### src/hdl/rcs_cfg.svh
`ifndef RCS_CFG_SVH
`define RCS_CFG_SVH

// ********************************************************************
// Register indices (byte address = 4 * index)
// ********************************************************************
`define RCS_IDX_RESP_WAIT     8'h1C
`define RCS_IDX_PARITY        8'h1D
`define RCS_IDX_RSVD_A        8'h1E
`define RCS_IDX_BAUD          8'h1F
`define RCS_IDX_RSVD_B        8'h20
`define RCS_IDX_CSUM_HIGH     8'h21
`define RCS_IDX_CSUM_LOW      8'h22
`define RCS_IDX_RSVD_C        8'h23
`define RCS_IDX_MOD_WIDTH     8'h24
`define RCS_IDX_RSVD_D        8'h25

// ********************************************************************
// Reset values
// ********************************************************************
`define RCS_RST_RESP_WAIT     8'h62
`define RCS_RST_PARITY        8'h00
`define RCS_RST_RSVD_A        8'h00
`define RCS_RST_BAUD          8'hEB
`define RCS_RST_RSVD_B        8'h00
`define RCS_RST_CSUM          8'hFF
`define RCS_RST_RSVD_C        8'h88
`define RCS_RST_MOD_WIDTH     8'h26
`define RCS_RST_RSVD_D        8'h87
`define RCS_RST_WAIT_FIELD    2'h2
`define RCS_RST_WAIT_RSVD     6'h18
`define RCS_RST_BYPASS        1'b0

// ********************************************************************
// Field positions and constants
// ********************************************************************
`define RCS_WAIT_MSB          1
`define RCS_PARITY_BIT        4
`define RCS_EXP_LSB           5
`define RCS_MANT_MSB          4
`define RCS_WAIT_BASE         4'h7

`endif

### src/hdl/rcs_pkg.sv
package rcs_pkg;

    typedef struct packed {
        logic       psel;
        logic       penable;
        logic       pwrite;
        logic [9:0] paddr;
        logic [31:0] pwdata;
    } rcs_apb_req_t;

    typedef struct packed {
        logic        pready;
        logic        pslverr;
        logic [31:0] prdata;
    } rcs_apb_rsp_t;

    typedef struct packed {
        logic [1:0] response_wait_extension;
        logic [3:0] response_wait_total;
        logic       parity_bypass;
        logic [2:0] baud_exponent_factor;
        logic [4:0] baud_mantissa_factor;
        logic [7:0] modulation_width_value;
    } rcs_cfg_out_t;

    typedef enum logic [1:0] {
        RCS_PH_IDLE  = 2'b00,
        RCS_PH_PULSE = 2'b01
    } rcs_mod_state_t;

endpackage

### src/hdl/rcs_reader_config_regs.sv
`timescale 1ns/1ps
`include "rcs_cfg.svh"

module rcs_reader_config_regs (
    // Clock and reset
    input  wire logic                 CLK,
    input  wire logic                 RESET,
    // APB slave
    input  wire rcs_pkg::rcs_apb_req_t APB_REQ,
    output rcs_pkg::rcs_apb_rsp_t      APB_RSP,
    // Checksum engine
    input  wire logic                 CSUM_LOAD,
    input  wire logic [15:0]          CSUM_VALUE,
    output logic                      CHECKSUM_DONE_FLAG,
    // Framing: parity path
    input  wire logic                 TX_PARITY_IN,
    output logic                      TX_PARITY_EN,
    output logic                      TX_PARITY_OUT,
    input  wire logic                 RX_PARITY_BIT,
    input  wire logic                 RX_PARITY_STROBE,
    input  wire logic                 RX_PARITY_EXPECT,
    output logic                      RX_PARITY_ERROR,
    output logic                      RX_EXTRA_DATA_VALID,
    output logic                      RX_EXTRA_DATA_BIT,
    // Modulator
    input  wire logic                 MOD_START,
    output logic                      MOD_PULSE,
    // Configuration to consumers
    output rcs_pkg::rcs_cfg_out_t      CFG_OUT
);
    import rcs_pkg::*;

    // ****************************************************************
    // Register state
    // ****************************************************************
    logic [1:0]  wait_q;
    logic [1:0]  wait_d;
    logic        bypass_q;
    logic        bypass_d;
    logic [7:0]  baud_q;
    logic [7:0]  baud_d;
    logic [7:0]  width_q;
    logic [7:0]  width_d;
    logic [15:0] csum_q;
    logic [15:0] csum_d;
    logic        done_q;
    logic        done_d;
    logic [3:0]  total_q;
    logic [3:0]  total_d;

    // ****************************************************************
    // Bus decode
    // ****************************************************************
    logic        acc;
    logic        wr;
    logic        addr_ok;
    logic [7:0]  idx;
    logic [7:0]  wbyte;
    logic [7:0]  rbyte;
    logic        hit;
    logic [31:0] rdata_q;
    logic [31:0] rdata_d;
    logic        err_q;
    logic        err_d;
    logic        ack_q;
    logic        ack_d;

    assign idx     = APB_REQ.paddr[9:2];
    assign addr_ok = (APB_REQ.paddr[1:0] == 2'h0);
    assign wbyte   = APB_REQ.pwdata[7:0];
    // Setup cycle registers the answer; access phase completes one cycle later
    assign acc     = APB_REQ.psel && !APB_REQ.penable;
    // Writes land only at the access edge, where the master sees pready
    assign wr      = APB_REQ.psel && APB_REQ.penable && ack_q && APB_REQ.pwrite && addr_ok;

    always_comb begin
        hit   = addr_ok;
        rbyte = 8'h00;
        unique case (idx)
            `RCS_IDX_RESP_WAIT: rbyte = {`RCS_RST_WAIT_RSVD, wait_q};
            `RCS_IDX_PARITY:    rbyte = {3'h0, bypass_q, 4'h0};
            `RCS_IDX_RSVD_A:    rbyte = `RCS_RST_RSVD_A;
            `RCS_IDX_BAUD:      rbyte = baud_q;
            `RCS_IDX_RSVD_B:    rbyte = `RCS_RST_RSVD_B;
            `RCS_IDX_CSUM_HIGH: rbyte = csum_q[15:8];
            `RCS_IDX_CSUM_LOW:  rbyte = csum_q[7:0];
            `RCS_IDX_RSVD_C:    rbyte = `RCS_RST_RSVD_C;
            `RCS_IDX_MOD_WIDTH: rbyte = width_q;
            `RCS_IDX_RSVD_D:    rbyte = `RCS_RST_RSVD_D;
            default:            hit   = 1'b0;
        endcase
    end

    always_comb begin
        rdata_d = rdata_q;
        err_d   = err_q;
        ack_d   = acc;
        if (acc) begin
            rdata_d = (APB_REQ.pwrite || !hit) ? 32'h0000_0000 : {24'h00_0000, rbyte};
            err_d   = !hit;
        end
    end

    // ****************************************************************
    // Register writes; reserved locations and bits ignore data
    // ****************************************************************
    always_comb begin
        wait_d   = wait_q;
        bypass_d = bypass_q;
        baud_d   = baud_q;
        width_d  = width_q;
        if (wr) begin
            unique case (idx)
                `RCS_IDX_RESP_WAIT: wait_d   = wbyte[`RCS_WAIT_MSB:0];
                `RCS_IDX_PARITY:    bypass_d = wbyte[`RCS_PARITY_BIT];
                `RCS_IDX_BAUD:      baud_d   = wbyte;
                `RCS_IDX_MOD_WIDTH: width_d  = wbyte;
                default: begin
                end
            endcase
        end
        // Four bits: extension plus seven reaches ten
        total_d  = {2'b00, wait_d} + `RCS_WAIT_BASE;
    end

    // Checksum result held until the engine loads a new one; read only
    always_comb begin
        csum_d = csum_q;
        done_d = done_q;
        if (CSUM_LOAD) begin
            csum_d = CSUM_VALUE;
            done_d = 1'b1;
        end
    end

    always_ff @(posedge CLK) begin
        if (RESET) begin
            wait_q   <= `RCS_RST_WAIT_FIELD;
            total_q  <= {2'b00, `RCS_RST_WAIT_FIELD} + `RCS_WAIT_BASE;
            bypass_q <= `RCS_RST_BYPASS;
            baud_q   <= `RCS_RST_BAUD;
            width_q  <= `RCS_RST_MOD_WIDTH;
            csum_q   <= {`RCS_RST_CSUM, `RCS_RST_CSUM};
            done_q   <= 1'b0;
            rdata_q  <= 32'h0000_0000;
            err_q    <= 1'b0;
            ack_q    <= 1'b0;
        end else begin
            wait_q   <= wait_d;
            total_q  <= total_d;
            bypass_q <= bypass_d;
            baud_q   <= baud_d;
            width_q  <= width_d;
            csum_q   <= csum_d;
            done_q   <= done_d;
            rdata_q  <= rdata_d;
            err_q    <= err_d;
            ack_q    <= ack_d;
        end
    end

    assign APB_RSP.pready  = APB_REQ.psel && APB_REQ.penable && ack_q;
    assign APB_RSP.pslverr = APB_RSP.pready && err_q;
    assign APB_RSP.prdata  = rdata_q;

    assign CHECKSUM_DONE_FLAG = done_q;

    // ****************************************************************
    // Configuration outputs
    // ****************************************************************
    assign CFG_OUT.response_wait_extension = wait_q;
    assign CFG_OUT.response_wait_total     = total_q;
    assign CFG_OUT.parity_bypass           = bypass_q;
    assign CFG_OUT.baud_exponent_factor    = baud_q[7:`RCS_EXP_LSB];
    assign CFG_OUT.baud_mantissa_factor    = baud_q[`RCS_MANT_MSB:0];
    assign CFG_OUT.modulation_width_value  = width_q;

    // ****************************************************************
    // Parity path
    // ****************************************************************
    assign TX_PARITY_EN        = !bypass_q;
    assign TX_PARITY_OUT       = bypass_q ? 1'b0 : TX_PARITY_IN;
    assign RX_PARITY_ERROR     = RX_PARITY_STROBE && !bypass_q
                                 && (RX_PARITY_BIT != RX_PARITY_EXPECT);
    assign RX_EXTRA_DATA_VALID = RX_PARITY_STROBE && bypass_q;
    assign RX_EXTRA_DATA_BIT   = bypass_q ? RX_PARITY_BIT : 1'b0;

    // ****************************************************************
    // Modulation pulse; limit to half a bit period is software's duty
    // ****************************************************************
    rcs_mod_pulse u_mod_pulse (
        .clk   (CLK),
        .reset (RESET),
        .start (MOD_START),
        .width (width_q),
        .pulse (MOD_PULSE)
    );

endmodule

### src/hdl/rcs_mod_pulse.sv
`timescale 1ns/1ps
`include "rcs_cfg.svh"

// ********************************************************************
// Modulation pulse timer: width + 1 carrier periods
// ********************************************************************
module rcs_mod_pulse (
    // Clock and reset
    input  wire logic       clk,
    input  wire logic       reset,
    // Control
    input  wire logic       start,
    input  wire logic [7:0] width,
    // Output
    output logic            pulse
);
    import rcs_pkg::*;

    rcs_mod_state_t state_q;
    rcs_mod_state_t state_d;
    logic [7:0]     cnt_q;
    logic [7:0]     cnt_d;
    logic           pulse_q;
    logic           pulse_d;

    always_comb begin
        state_d = state_q;
        cnt_d   = cnt_q;
        pulse_d = pulse_q;
        unique case (state_q)
            RCS_PH_IDLE: begin
                if (start) begin
                    state_d = RCS_PH_PULSE;
                    cnt_d   = width;
                    pulse_d = 1'b1;
                end
            end
            RCS_PH_PULSE: begin
                // Width taken at start; later writes affect the next pulse only
                if (cnt_q == 8'h00) begin
                    state_d = RCS_PH_IDLE;
                    pulse_d = 1'b0;
                end else begin
                    cnt_d = cnt_q - 8'h01;
                end
            end
        endcase
    end

    always_ff @(posedge clk) begin
        if (reset) begin
            state_q <= RCS_PH_IDLE;
            cnt_q   <= 8'h00;
            pulse_q <= 1'b0;
        end else begin
            state_q <= state_d;
            cnt_q   <= cnt_d;
            pulse_q <= pulse_d;
        end
    end

    assign pulse = pulse_q;

endmodule

### config.mk
export PLATFORM = sky130hd
export DESIGN_NAME = rcs_reader_config_regs
export DESIGN_NICKNAME = d
export VERILOG_FILES = /design/src/hdl/rcs_pkg.sv /design/src/hdl/rcs_reader_config_regs.sv /design/src/hdl/rcs_mod_pulse.sv
export VERILOG_INCLUDE_DIRS = /design/src /design/src/hdl
export SDC_FILE = /design/constraint.sdc
export NUM_CORES = 1
export LEC_CHECK = 0
export BUFFER_PORTS_ARGS = -buffer_cell sky130_fd_sc_hd__clkbuf_2
export CAP_MARGIN = 20
export CORE_MARGIN = 5
export CORE_UTILIZATION = 51
export DETAILED_ROUTE_END_ITERATION = 16
export PLACE_DENSITY_LB_ADDON = 0.12
export REMOVE_ABC_BUFFERS = 1
export SLEW_MARGIN = 20
export SYNTH_ARGS = -nofsm -noshare
export SYNTH_HDL_FRONTEND = slang
export SYNTH_SLANG_ARGS = --single-unit
### constraint.sdc
create_clock -name CLK -period 3 [get_ports CLK]
set_input_delay 0.45 -clock CLK [delete_from_list [all_inputs] [get_ports CLK]]
set_output_delay 0.45 -clock CLK [all_outputs]
set_load 0.05 [all_outputs]
==> Yosys cells after proc, flatten, opt, wreduce, memory -nomap -nowiden <==
Cells that the tools add are included.
{ "word_totals": {"reg_bits": 85, "latchBits": 0, "mem_bits_rw": 0, "rom_bits": 0, "elab_cells": 68, "mem_count": 0} }
{ "op_classes": {"addsub": 2, "mul": 0, "div_mod_pow": 0, "order_cmp": 0, "eq_ne": 15, "shifts": 0, "n_mux": 16, "bitwise_logic": 0, "n_reduce_logical": 22} }
{ "ops": {"columns": ["operator", "n"], "rows": [
  ["$pmux W8 S8", 1],
  ["$eq A8 B6 Y1 const B", 6],
  ["$eq A8 B5 Y1 const B", 4],
  ["$mux W8", 3],
  ["$pmux W8 S2", 1],
  ["$reduce_and A2 Y1", 5],
  ["$reduce_or A10 Y1", 1],
  ["$logic_and A1 B1 Y1", 9],
  ["$logic_not A8 Y1", 1],
  ["$mux W2", 4],
  ["$sub A8 B1 Y8 const B", 1],
  ["$mux W1", 5],
  ["$add A2 B3 Y4 const B", 1],
  ["$logic_not A2 Y1", 2],
  ["$ne A2 B2 Y1 const B", 2],
  ["$pmux W2 S2", 1],
  ["$logic_not A1 Y1", 3],
  ["$eq A2 B1 Y1 const B", 1],
  ["$ne A2 B1 Y1 const B", 1],
  ["$pmux W1 S2", 1],
  ["$logic_or A1 B1 Y1", 1],
  ["$ne A1 B1 Y1", 1]
]} }

==> Longest topological paths before layout <==
{ "depth": {"word_depth": 6, "depth_mapped": 7, "ltp_nobuf": 7} }

==> Cells and area by module <==
From an unflattened synthesis, not the netlist that was laid out.
{ "unflattened": {"hier_cells": 363, "area_unflattened_um2": 3240.6} }
{ "modules_own_cells": {"columns": ["module", "instances", "cells_per_inst", "area_each_um2", "seq_area_each_um2"], "rows": [
  ["rcs_reader_config_regs", 1, 295, 2651.3, 1001.0],
  ["rcs_mod_pulse", 1, 68, 589.3, 180.2]
]} }

==> Worst setup path before layout <==
No wires, ideal clock.
{ "synth_timing": {"path_kind": "input -> register", "start": "in APB_REQ[44] in the netlist's numbering", "end": "reg total_q[3]", "setup_ns": 0.114, "t_arrival_ns": 2.092, "t_required_ns": 2.886, "slack_ns": 0.794, "path_stages": 7, "path_buffers": 0, "cell_sequence": "and3_1 -> nand3_1 -> nor3_1 -> mux2i_1 -> ha_1 -> nor2b_1 -> inv_1"} }
{ "synth_between": {"elab_chain_len": 6} }
{ "synth_rtl": {"columns": ["element", "line", "rtl"], "rows": [
  ["start, declared", "rcs_reader_config_regs.sv:9", "input wire rcs_pkg::rcs_apb_req_t APB_REQ,"],
  ["$logic_and A1 B1 Y1 (4 in series)", "rcs_reader_config_regs.sv:74", "assign wr = APB_REQ.psel && APB_REQ.penable && ack_q && APB_REQ.pwrite && addr_ok;"],
  ["$mux W2", "rcs_reader_config_regs.sv:112", "if (wr) begin"],
  ["$add A2 B3 Y4 (no source line)", null, null],
  ["end signal, assigned", "rcs_reader_config_regs.sv:139", "total_q <= {2'b00, `RCS_RST_WAIT_FIELD} + `RCS_WAIT_BASE;"],
  ["end signal, assigned", "rcs_reader_config_regs.sv:150", "total_q <= total_d;"],
  ["end, declared", "rcs_reader_config_regs.sv:48", "logic [3:0] total_q;"]
]} }
Every way passes these cells.
A chain may end at the register's enable or synchronous reset.

==> Worst setup path after layout <==
{ "layout_timing": {"start": "in APB_REQ[35] in the netlist's numbering", "end": "reg width_q[2]"} }
{ "layout_between": {"elab_chain_len": 2} }
{ "layout_rtl": {"columns": ["element", "line", "rtl"], "rows": [
  ["$eq A8 B6 Y1", "rcs_reader_config_regs.sv:113", "unique case (idx)"],
  ["$reduce_and A2 Y1 (no source line)", null, null],
  ["end signal, assigned", "rcs_reader_config_regs.sv:142", "width_q <= `RCS_RST_MOD_WIDTH;"],
  ["end signal, assigned", "rcs_reader_config_regs.sv:153", "width_q <= width_d;"],
  ["end, declared", "rcs_reader_config_regs.sv:42", "logic [7:0] width_q;"]
]} }
Every way passes these cells.

==> flow_metrics.env <==
export IMPL_status="finished clean"
export IMPL_grt_pass1_vias=2514
export IMPL_io_pins=133
export IMPL_finalSetupTns_ps=0
export IMPL_powerDensity_nw_per_um2=555
export IMPL_crit_type="input port to register"
export IMPL_antenna_found_initial=0
export IMPL_crit_path_start_kind="input port"
export IMPL_cp_data_arrival_time_ps=2290
export IMPL_clkPwrFrac=0.432
export IMPL_ir_worst_vdd_mv=0.330
export IMPL_yosysWarnings=0
export IMPL_start_util=0.522
export IMPL_fp_dieW_um=87.6
export IMPL_postRouteAntennaNets=0
export IMPL_timing_max_cap_violations=0
export IMPL_ys_seq_area_frac=0.384
export IMPL_pwr_share_comb=0.156
export IMPL_timing_fmax_mhz=484
export IMPL_switchingPower_mw=0.549
export IMPL_synth_edf_count=0
export IMPL_first_pass_iters=4
export IMPL_viasPerCell=5.34
export IMPL_cts_path_max_buffers=2
export IMPL_drv_slew=0
export IMPL_layout_setup_ws_ps=933
export IMPL_dp_hpwl_mm=5.60
export IMPL_swShare=0.269
export IMPL_coreArea_um2=5890
export IMPL_pwr_share_seq=0.412
export IMPL_finalPower_mw=2.04
export IMPL_drtIter0Drc=115
export IMPL_syn_area_per_cell_um2=8.99
export IMPL_hold_buffers=0
export IMPL_setup_viol=0
export IMPL_dieArea_um2=7680
export IMPL_hp_class="input port to register"
export IMPL_post_route_util=0.625
export IMPL_vias=2688
export IMPL_diodes=0
export IMPL_design_area_um2=3680
export IMPL_post_route_min_period_ps=2070
export IMPL_postCtsSetupBuffers=0
export IMPL_h_tree_depth=3
export IMPL_die_y_um=87.6
export IMPL_fin_crit_sh=0.689
export IMPL_path_max_fanout=15
export IMPL_hold_viol=0
export IMPL_slew_headroom=0.607
export IMPL_grt_overflow=0
export IMPL_total_leakage_power_nw=1.60
export IMPL_synthFlopType="dfxtp_1"
export IMPL_postPlaceCellArea_um2=3440
export IMPL_area_delta_synth_final_pct=19.8
export IMPL_drive_gt1_frac=0.290
export IMPL_drcViolationCount=0
export IMPL_worst_hold_slack_ps=316
export IMPL_critPathCaptureType="register"
export IMPL_drt_total_wl_mm=7.46
export IMPL_grt_max_degree=38
export IMPL_cts_tree="yes"
export IMPL_fin_nets=495
export IMPL_clk_pin_slew_worst_paths_ps=70
export IMPL_placedCellCount=487
export IMPL_clock_sinks=59
export IMPL_insertion_delay_ps=330
export IMPL_synth_async_sr_flop_share=0
export IMPL_p_int_mw=1.49
export IMPL_ys_ff_latch=59
export IMPL_synth_cells=342
export IMPL_layout_cells_non_filler=503
export IMPL_ys_types=58
export IMPL_rows=28
export IMPL_io_buffers=84
export IMPL_wire_per_inst_um=14.8
export IMPL_cts_resized=0
export IMPL_dp_worst_setup_slack_ps=576
export IMPL_cts_made_buffers=9
export IMPL_track_usage=0.201
export IMPL_grt_pass1_wl_mm=12.1
export IMPL_clock_skew_ps=6.75
export IMPL_rsz0062_at_grt="no"
export IMPL_gp_congestion=0.828
export IMPL_worstMarginPinSlew_ps=589
export IMPL_root_buffer="clkbuf_8"
export IMPL_synthesis_area_um2=3070
export IMPL_cp_required_ps=3230
## state kept, by name, indices dropped and copies added, names as in the netlist, 2 cells and up
signal and cells:
csum_q 16, rdata_q 8, u_mod_pulse.cnt_q 8, total_q 4, wait_q 2, baud_q 8, width_q 8
## placed cells by master (no fill, tap or decap), types with 3 or more instances in the layout
cell / count
bufinv_16: 3
nor2b_1: 27
a22oi_1: 3
and2_1: 3
o21ai_1: 4
nand2_1: 21
mux2i_1: 11
a21oi_1: 13
a22o_1: 4
clkbuf_8: 10
buf_4: 4
o31ai_2: 6
and3_1: 3
inv_1: 13
nor2_1: 36
ha_1: 3
nand3_1: 6
a2bb2oi_1: 3
conb_1: 24
a211o_1: 25
a221oi_1: 6
clkbuf_2: 84
o21ai_0: 3
nor3_1: 8
dfxtp_1: 59
## critical path: stages
cell      delay [ps]
clkbuf_2         220
or2_2            410
nor3b_4          320
and2b_1          510
nor2b_1          110
a211o_1          270
## cell type report
type                       count  area [um2]
clock buffer                  11         141
clock inverter                 5         100
fill                         532        2200
inverter                      15        56.3
multi-input combinational    250        1660
sequential                    59        1180
tap                           75        93.8
timing repair buffer          88         450
## kinds of logic (layout without fill, tap and decap cells)
family / count (synthesis) / count (layout) / share of synthesized area
mux: 11 / 11 / 0.0358
flops: 59 / 59 / 0.384
buf+inv: 56 / 119 / 0.104
xor+xnor: 1 / 1 / 0.00285
other cells: 1 / 24 / 0.00122
simple gates: 125 / 125 / 0.222
fa+ha+maj: 3 / 3 / 0.0122
compound gates: 86 / 86 / 0.237
## final timing paths
check                     start            endpoint  slack [ps]  cells past startpoint
max                 APB_REQ[35]          width_q[2]         930                      6
min               CSUM_VALUE[1]           csum_q[1]         320                      2
max reg2reg               ack_q          total_q[3]        1060                      7
min reg2reg  CHECKSUM_DONE_FLAG  CHECKSUM_DONE_FLAG         470                      2
## power groups by stage
stage | Sequential (mW) | Clock (mW) | Combinational (mW)
3_5_place_dp | 0.859 | 0 | 0.317
4_1_cts | 0.842 | 0.900 | 0.318
5_1_grt | 0.846 | 0.940 | 0.349
2_1_floorplan | 0.860 | 0 | 0.214
6_report | 0.842 | 0.881 | 0.319
3_3_place_gp | 0.858 | 0 | 0.313
## synthesized netlist by cell type (all sizes together), types with 2 or more instances
| master | count | area share |
|---|---|---|
| and2 | 3 | 0.0061 |
| a211oi | 2 | 0.0049 |
| o22ai | 2 | 0.0041 |
| nor2b | 27 | 0.055 |
| nor2 | 37 | 0.046 |
| o21ai | 7 | 0.011 |
| mux2i | 11 | 0.036 |
| a222oi | 2 | 0.0065 |
| dfxtp | 59 | 0.38 |
| a22oi | 3 | 0.0073 |
| nor3 | 9 | 0.016 |
| nor3b | 2 | 0.010 |
| o31ai | 6 | 0.024 |
| nor4 | 2 | 0.0041 |
| and3 | 3 | 0.0061 |
| a31oi | 2 | 0.0041 |
| o2bb2ai | 2 | 0.0057 |
| or3b | 2 | 0.0065 |
| ha | 3 | 0.012 |
| nand2 | 21 | 0.026 |
| o211ai | 3 | 0.012 |
| a2bb2oi | 3 | 0.0086 |
| a21oi | 13 | 0.021 |
| nand4b | 2 | 0.0057 |
| a221oi | 8 | 0.027 |
| buf | 29 | 0.071 |
| clkbuf | 12 | 0.015 |
| a22o | 4 | 0.011 |
| or2 | 3 | 0.0061 |
| nand2b | 3 | 0.0069 |
| inv | 14 | 0.017 |
| a211o | 25 | 0.071 |
| nand3 | 6 | 0.0098 |
## layer usage
| layer | GRT usage | share of wire | up-vias |
|---|---|---|---|
| met4 | 0.0879 | 0.018 | 0 |
| met1 | 0.246 | 0.42 | 1246 |
| met5 | 0 | 0 | - |
| li1 | - | - | 1336 |
| met2 | 0.334 | 0.49 | 94 |
| met3 | 0.0499 | 0.081 | 12 |
Note: power is estimated with default switching activity, not from simulation.
